[src/serial_port_pkg.sv]
// constants for the serial port control register block
package serial_port_pkg;
  localparam int          ADDR_W          = 21;
  localparam int          DATA_W          = 16;
  localparam logic [20:0] CTRL_ADDR       = 21'h1f0000;
  localparam logic [20:0] AN_STATUS_ADDR  = 21'h1f8002;
  // control register field positions
  localparam int          BIT_SOFT_RESET  = 15;
  localparam int          BIT_LOOPBACK    = 14;
  localparam int          BIT_SPEED_LSB   = 13;
  localparam int          BIT_AN_ENABLE   = 12;
  localparam int          BIT_POWER_DOWN  = 11;
  localparam int          BIT_AN_RESTART  = 9;
  localparam int          BIT_FULL_DUPLEX = 8;
  localparam int          BIT_SPEED_MSB   = 6;
  // writable bits; reserved bits read zero
  localparam logic [15:0] CTRL_WMASK      = 16'hfb40;
  localparam logic [15:0] CTRL_RESET      = 16'h1140;
  // status register field positions
  localparam int          ST_SPEED_LO     = 0;
  localparam int          ST_DUPLEX       = 2;
  localparam int          ST_AN_DONE      = 4;
  localparam logic [1:0]  SPEED_10        = 2'h0;
  localparam logic [1:0]  SPEED_100       = 2'h1;
  localparam logic [1:0]  SPEED_1000      = 2'h2;
  localparam logic [1:0]  SPEED_RSVD      = 2'h3;
endpackage : serial_port_pkg

[src/pin_sync.sv]
// three-stage synchroniser for one input from outside the clock domain
`timescale 1ns/1ps
module pin_sync (
  // clock and reset
  input  wire logic sys_clk,
  input  wire logic rst,
  // raw and filtered level
  input  wire logic raw_in,
  output logic      level_out
);
  logic s1_reg;
  logic s2_reg;
  logic s3_reg;

  // first stage is read only by the second
  always_ff @(posedge sys_clk or posedge rst) begin
    if (rst) begin
      s1_reg <= 1'b0;
      s2_reg <= 1'b0;
      s3_reg <= 1'b0;
    end else begin
      s1_reg <= raw_in;
      s2_reg <= s1_reg;
      s3_reg <= s2_reg;
    end
  end

  // a change counts once stages two and three agree
  always_ff @(posedge sys_clk or posedge rst) begin
    if (rst) begin
      level_out <= 1'b0;
    end else if (s2_reg == s3_reg) begin
      level_out <= s3_reg;
    end
  end
endmodule : pin_sync

[src/sgmii_port_control.sv]
// control register and status reporting for the serial port of the switch
`timescale 1ns/1ps
module sgmii_port_control
  import serial_port_pkg::*;
(
  // clock and reset
  input  wire logic              sys_clk,
  input  wire logic              rst,
  // indirect portal from the port register logic
  input  wire logic [ADDR_W-1:0] portal_addr,
  input  wire logic [DATA_W-1:0] portal_wdata,
  input  wire logic              portal_wr,
  input  wire logic              portal_rd,
  output logic      [DATA_W-1:0] portal_rdata,
  output logic                   portal_rvalid,
  // results from the PCS negotiation engine
  input  wire logic              an_ack_exchanged,
  input  wire logic [1:0]        an_speed_detected,
  input  wire logic              an_duplex_detected,
  input  wire logic              an_restart_taken,
  // serial side link indication from the analog front end
  input  wire logic              rx_link_pin,
  // controls to PCS and SerDes, and the synchronised link level
  output logic                   block_reset,
  output logic                   pcs_loopback,
  output logic [1:0]             link_speed,
  output logic                   an_enable,
  output logic                   an_restart,
  output logic                   full_duplex,
  output logic                   rx_enable,
  output logic                   tx_enable,
  output logic                   clk_gate_en,
  output logic                   rx_link_up
);
  logic [DATA_W-1:0] ctrl_reg;
  logic [DATA_W-1:0] ctrl_next;
  logic              done_reg;
  logic [1:0]        st_speed_reg;
  logic              st_duplex_reg;
  logic              soft_rst_reg;
  logic              ctrl_hit;
  logic              stat_hit;
  logic              an_clear;
  logic              an_capture;
  logic [DATA_W-1:0] status_word;

  assign ctrl_hit = (portal_addr == CTRL_ADDR);
  assign stat_hit = (portal_addr == AN_STATUS_ADDR);

  // next control value: writes mask reserved bits, restart drops once taken
  always_comb begin
    ctrl_next = ctrl_reg;
    if (an_restart_taken) begin
      ctrl_next[BIT_AN_RESTART] = 1'b0;
    end
    if (portal_wr && ctrl_hit) begin
      ctrl_next = portal_wdata & CTRL_WMASK;
      // a fresh restart request wins over the clear in the same cycle
      if (!portal_wdata[BIT_AN_RESTART] && an_restart_taken) begin
        ctrl_next[BIT_AN_RESTART] = 1'b0;
      end
    end
  end

  // control register; soft reset returns it to defaults one cycle later
  always_ff @(posedge sys_clk or posedge rst) begin
    if (rst) begin
      ctrl_reg <= CTRL_RESET;
    end else if (soft_rst_reg) begin
      ctrl_reg <= CTRL_RESET;
    end else begin
      ctrl_reg <= ctrl_next;
    end
  end

  // soft reset pulse: the stored bit lasts two cycles, so the pulse blocks itself on the second
  always_ff @(posedge sys_clk or posedge rst) begin
    if (rst) begin
      soft_rst_reg <= 1'b0;
    end else begin
      soft_rst_reg <= ctrl_reg[BIT_SOFT_RESET] && !soft_rst_reg;
    end
  end

  // results go stale on soft reset, power-down or a pending restart
  assign an_clear   = soft_rst_reg || ctrl_reg[BIT_POWER_DOWN] || ctrl_reg[BIT_AN_RESTART];
  // a disabled negotiation never captures, so the status keeps its last value, zero after reset
  assign an_capture = an_ack_exchanged && ctrl_reg[BIT_AN_ENABLE];

  // completion flag; the clear wins, since a restart makes any result stale
  always_ff @(posedge sys_clk or posedge rst) begin
    if (rst) begin
      done_reg <= 1'b0;
    end else if (an_clear) begin
      done_reg <= 1'b0;
    end else if (an_capture) begin
      done_reg <= 1'b1;
    end
  end

  // detected speed and duplex, taken together with the completion flag
  always_ff @(posedge sys_clk or posedge rst) begin
    if (rst) begin
      st_speed_reg  <= SPEED_10;
      st_duplex_reg <= 1'b0;
    end else if (an_clear) begin
      st_speed_reg  <= SPEED_10;
      st_duplex_reg <= 1'b0;
    end else if (an_capture) begin
      st_speed_reg  <= an_speed_detected;
      st_duplex_reg <= an_duplex_detected;
    end
  end

  // status word; unused bits read zero
  always_comb begin
    status_word                   = '0;
    status_word[ST_SPEED_LO +: 2] = st_speed_reg;
    status_word[ST_DUPLEX]        = st_duplex_reg;
    status_word[ST_AN_DONE]       = done_reg;
  end

  // read answer strobe, exactly one cycle after each request
  always_ff @(posedge sys_clk or posedge rst) begin
    if (rst) begin
      portal_rvalid <= 1'b0;
    end else begin
      portal_rvalid <= portal_rd;
    end
  end

  // registered read data, held until the next read; unmapped addresses read zero
  always_ff @(posedge sys_clk or posedge rst) begin
    if (rst) begin
      portal_rdata <= '0;
    end else if (portal_rd) begin
      if (ctrl_hit) begin
        portal_rdata <= ctrl_reg & CTRL_WMASK;
      end else if (stat_hit) begin
        portal_rdata <= status_word;
      end else begin
        portal_rdata <= '0;
      end
    end
  end

  // reset pulse toward the PCS and the analog front end
  always_ff @(posedge sys_clk or posedge rst) begin
    if (rst) begin
      block_reset <= 1'b0;
    end else begin
      block_reset <= soft_rst_reg;
    end
  end

  // local loopback inside the PCS
  always_ff @(posedge sys_clk or posedge rst) begin
    if (rst) begin
      pcs_loopback <= CTRL_RESET[BIT_LOOPBACK];
    end else begin
      pcs_loopback <= ctrl_reg[BIT_LOOPBACK];
    end
  end

  // speed code; the reserved code passes unchanged, so the PCS must treat it as invalid
  always_ff @(posedge sys_clk or posedge rst) begin
    if (rst) begin
      link_speed <= {CTRL_RESET[BIT_SPEED_MSB], CTRL_RESET[BIT_SPEED_LSB]};
    end else begin
      link_speed <= {ctrl_reg[BIT_SPEED_MSB], ctrl_reg[BIT_SPEED_LSB]};
    end
  end

  // negotiation enable and the restart request held until the engine takes it
  always_ff @(posedge sys_clk or posedge rst) begin
    if (rst) begin
      an_enable  <= CTRL_RESET[BIT_AN_ENABLE];
      an_restart <= CTRL_RESET[BIT_AN_RESTART];
    end else begin
      an_enable  <= ctrl_reg[BIT_AN_ENABLE];
      an_restart <= ctrl_reg[BIT_AN_RESTART];
    end
  end

  // forced duplex
  always_ff @(posedge sys_clk or posedge rst) begin
    if (rst) begin
      full_duplex <= CTRL_RESET[BIT_FULL_DUPLEX];
    end else begin
      full_duplex <= ctrl_reg[BIT_FULL_DUPLEX];
    end
  end

  // power-down stops receiver, transmitter and clocks together
  always_ff @(posedge sys_clk or posedge rst) begin
    if (rst) begin
      rx_enable   <= !CTRL_RESET[BIT_POWER_DOWN];
      tx_enable   <= !CTRL_RESET[BIT_POWER_DOWN];
      clk_gate_en <= !CTRL_RESET[BIT_POWER_DOWN];
    end else begin
      rx_enable   <= !ctrl_reg[BIT_POWER_DOWN];
      tx_enable   <= !ctrl_reg[BIT_POWER_DOWN];
      clk_gate_en <= !ctrl_reg[BIT_POWER_DOWN];
    end
  end

  // link pin comes from the analog side, so it is synchronised
  pin_sync link_sync (
    .sys_clk   (sys_clk),
    .rst       (rst),
    .raw_in    (rx_link_pin),
    .level_out (rx_link_up)
  );
endmodule : sgmii_port_control

[config.mk]
export PLATFORM = sky130hd
export DESIGN_NAME = sgmii_port_control
export DESIGN_NICKNAME = d
export VERILOG_FILES = /design/src/serial_port_pkg.sv /design/src/pin_sync.sv /design/src/sgmii_port_control.sv
export SDC_FILE = /design/constraint.sdc
export NUM_CORES = 1
export LEC_CHECK = 0
export ABC_AREA = 0
export BUFFER_PORTS_ARGS = -buffer_cell sky130_fd_sc_hd__buf_2
export CORE_MARGIN = 2
export CORE_UTILIZATION = 25
export CTS_CLUSTER_DIAMETER = 40
export CTS_CLUSTER_SIZE = 14
export DETAILED_ROUTE_END_ITERATION = 6
export SLEW_MARGIN = 20
export SYNTH_ARGS = -nofsm -noshare
export SYNTH_HDL_FRONTEND = slang
export SYNTH_SLANG_ARGS = --single-unit
[constraint.sdc]
create_clock -name sys_clk -period 1.4 [get_ports sys_clk]
set_input_delay 0.42 -clock sys_clk [delete_from_list [all_inputs] [get_ports sys_clk]]
set_output_delay 0.42 -clock sys_clk [all_outputs]
set_load 0.01 [all_outputs]
==> results by group <==
Power and ir drop
  – Maximum VDD drop: slightly below 0.5 mV
  – P per Cell Area: 1020 nW/um^2
  – P_leak: between 1 and 1.5 nW

Floorplanning
  – DIE HEIGHT: 81.0 um
  – Core area: between 5000 and 6000 um^2
  – Starting Density: 25.5%
  – Ports: 75
  – Num rows: 28
  – Die area: roughly 6600 um^2
  – Die outline width: 81.0 um

Worst setup path
  – Reg2Reg Setup Slack: about 0.33 ns
  – Crit path max fanout: 3
  – CP max-delay cell: dfstp_2
  – Largest delay share family, worst path: flip-flops
  – Reg2reg path depth: 2
  – CP Launch Type: register
  – Worst path max stage delay: 0.54 ns
  – Setup crit end kind: primary output
  – Critical path class: register to primary output
  – Worst setup endpoint: rx_enable
  – Req. time, crit path: a little under 1 ns
  – WP buf/inv: 1
  – Worst reg2reg path startpoint: ctrl_reg[9]
  – Critical-path cell list: buf_2
  – R2R Path End: st_duplex_reg
  – CP startpoint: clk_gate_en
  – Crit path depth: 1
  – Data arrival, critical path: ~0.95 ns

Timing
  – Setup TNS: 0 ns
  – Final min period: ~1.4 ns
  – Fin. max-slew vios: 0
  – Final setup viols: 0
  – Fin Hold WS: 0.176 ns
  – Final Hold Viols: 0
  – Worst setup margin: about 0.033 ns
  – Final Skew: 0.00490 ns
  – RSZ-0062 raised after global routing: yes
  – Fmax: 0.731 GHz
  – Period utilisation layout: a little over nine tenths

GRT
  – First-pass GRT wire length: ~5200 um
  – GRT overflow: 0
  – Pin count of the biggest net entering global routing: 39
  – Vias in the first global route: ~1,100
  – Initial antenna violation count: 0
  – Total Routing Usage GR: between 10 and 15%

Synthesis
  – Post-synth EDFFs: 0
  – Mapped Cells: 119
  – Post-Syn Area: between 1000 and 1500 um^2
  – Sequential fraction of the synthesis area: approximately 65%
  – Synth unique cells: 25
  – Synthesized area per cell: around 12 um^2
  – Async SR Flop Fraction: 100%
  – Synth Register Bits: 38
  – Synth Flop Type: dfrtp_1
  – Synth warnings: 0

Drt
  – Vias: between 1,000 and 1,500
  – WL final: roughly 3300 um
  – TritonRoute pass-1 iters: 4
  – Metal2 WL: between 1500 and 2000 um
  – Drt initial violations: 67
  – DRC Markers: 0
  – Drt wl/cell: 12.4 um
  – Vias per cell: about 4.4
  – WL met3: roughly 340 um
  – Post-route ant nets: 0
  – Uppermost layer routed: met4
  – Met1 WL: 1320 um

CTS
  – H-tree depth: 2
  – Clk pin slew, worst setup/hold paths: around 0.07 ns
  – CTS buffer count: 5
  – CTS Hold Bufs: 0
  – CTS Sinks: 38
  – Post-CTS Setup Repair Bufs: 0
  – Worst skew pair latency: ~0.29 ns
  – Clock buffer depth: 2
  – Root Driver: clkbuf_8
  – CTS tree: yes

Layout
  – Most common cell after layout, fill and taps aside: buf_2
  – Ratio of cells with drive above 1 in the final layout: 47.9%
  – Most frequent cells in the layout: buf_2 (60), dfrtp_1 (31), a22o_1 (12)
  – Antenna cells: 0
  – Area grow syn2layout: 39.0%
  – Max reg flops: 12
  – Post-Layout Cell Count: around 260
  – Util after Layout: 35.4%
  – NumNets Final: about 230

Job
  – Max Cap Violations: 0

Placed design
  – Place WS: -0.327 ns
  – # placed instances: about 260
  – Global placement routability congestion: approximately 0.76
  – IO buf count: 62
  – Dpl hpwl: approximately 2500 um

Min path
  – Worst Hold Class: primary input to asynchronous set/reset pin

Status
  – Run status: finished clean
report_power, final:
group | internal (mW) | switching [mW] | leakage, nW | total, mW
registers | 1.11 | 0.00312 | 0.495 | 1.11
logic | 0.0642 | 0.0703 | 0.499 | 0.134
clock network | 0.497 | 0.368 | 0.0575 | 0.865
final cells by class:
| type | instances | area [um^2] |
|---|---|---|
| repair buffers | 69 | 395 |
| clock buffers | 8 | 110 |
| well taps | 75 | 93.8 |
| flip-flops and latches | 38 | 960 |
| inverters | 3 | 11.3 |
| fillers | 595 | 3750 |
| multi-input cells | 70 | 490 |
per-layer routing:
metal | up-vias | GRT usage (%)
li1 | 555 | -
met5 | - | 0
met3 | 6 | 4.89
met1 | 538 | 11.9
met4 | 0 | 4.58
met2 | 49 | 17.9
stage by stage:
stage          instance area (um^2)  power, mW
4_1_cts                        2040       2.14
5_1_grt                        2060       2.21
3_5_place_dp                   1930       1.26
6_report                       2060       2.11
3_3_place_gp                   1930       1.26
2_1_floorplan                  1540       1.18
kinds of logic (layout without fill, tap and decap cells):
kind of cell	Yosys count	after routing	synth area share (%)
buf+inv	14	80	5.65
fa+ha+maj	1	1	0.675
other cells	1	4	0.253
mux	2	2	1.35
compound gates	27	27	12.3
simple gates	36	36	15.0
flops	38	38	64.7
cell usage after synthesis, types with 2 or more instances:
cell type	count	share of area (%)
a21oi_1	9	3.0
clkbuf_1	2	0.51
nand3_1	8	2.7
nand2_1	5	1.3
inv_1	3	0.76
dfstp_2	7	12
and4_1	2	1.2
buf_4	8	4.1
nor4_2	2	1.7
mux2i_1	2	1.4
a22o_1	12	7.1
dfrtp_1	31	52
and3_1	4	1.7
nor4b_2	2	2.0
o21ai_0	5	1.7
nor2_1	7	1.8
nor2b_1	2	0.84
how the worst min path moves through the flow:
stage	to	cells after the start	start	slack, ns
6_report	portal_rdata[8]	3	rst	0.18
5_1_grt	portal_rdata[8]	3	rst	0.19
4_1_cts	portal_rdata[2]	3	rst	0.17
3_5_place_dp	link_sync.s2_reg	0	link_sync.s1_reg	0.34
3_3_place_gp	link_sync.s2_reg	0	link_sync.s1_reg	0.33
2_1_floorplan	link_sync.s2_reg	0	link_sync.s1_reg	0.33
what timing repair did:
item,4_1_cts,5_1_grt
endpoints found under the setup margin,8,16
pin swaps,0,3
resized for setup,1,6
Note: power is estimated with default switching activity, not from simulation.
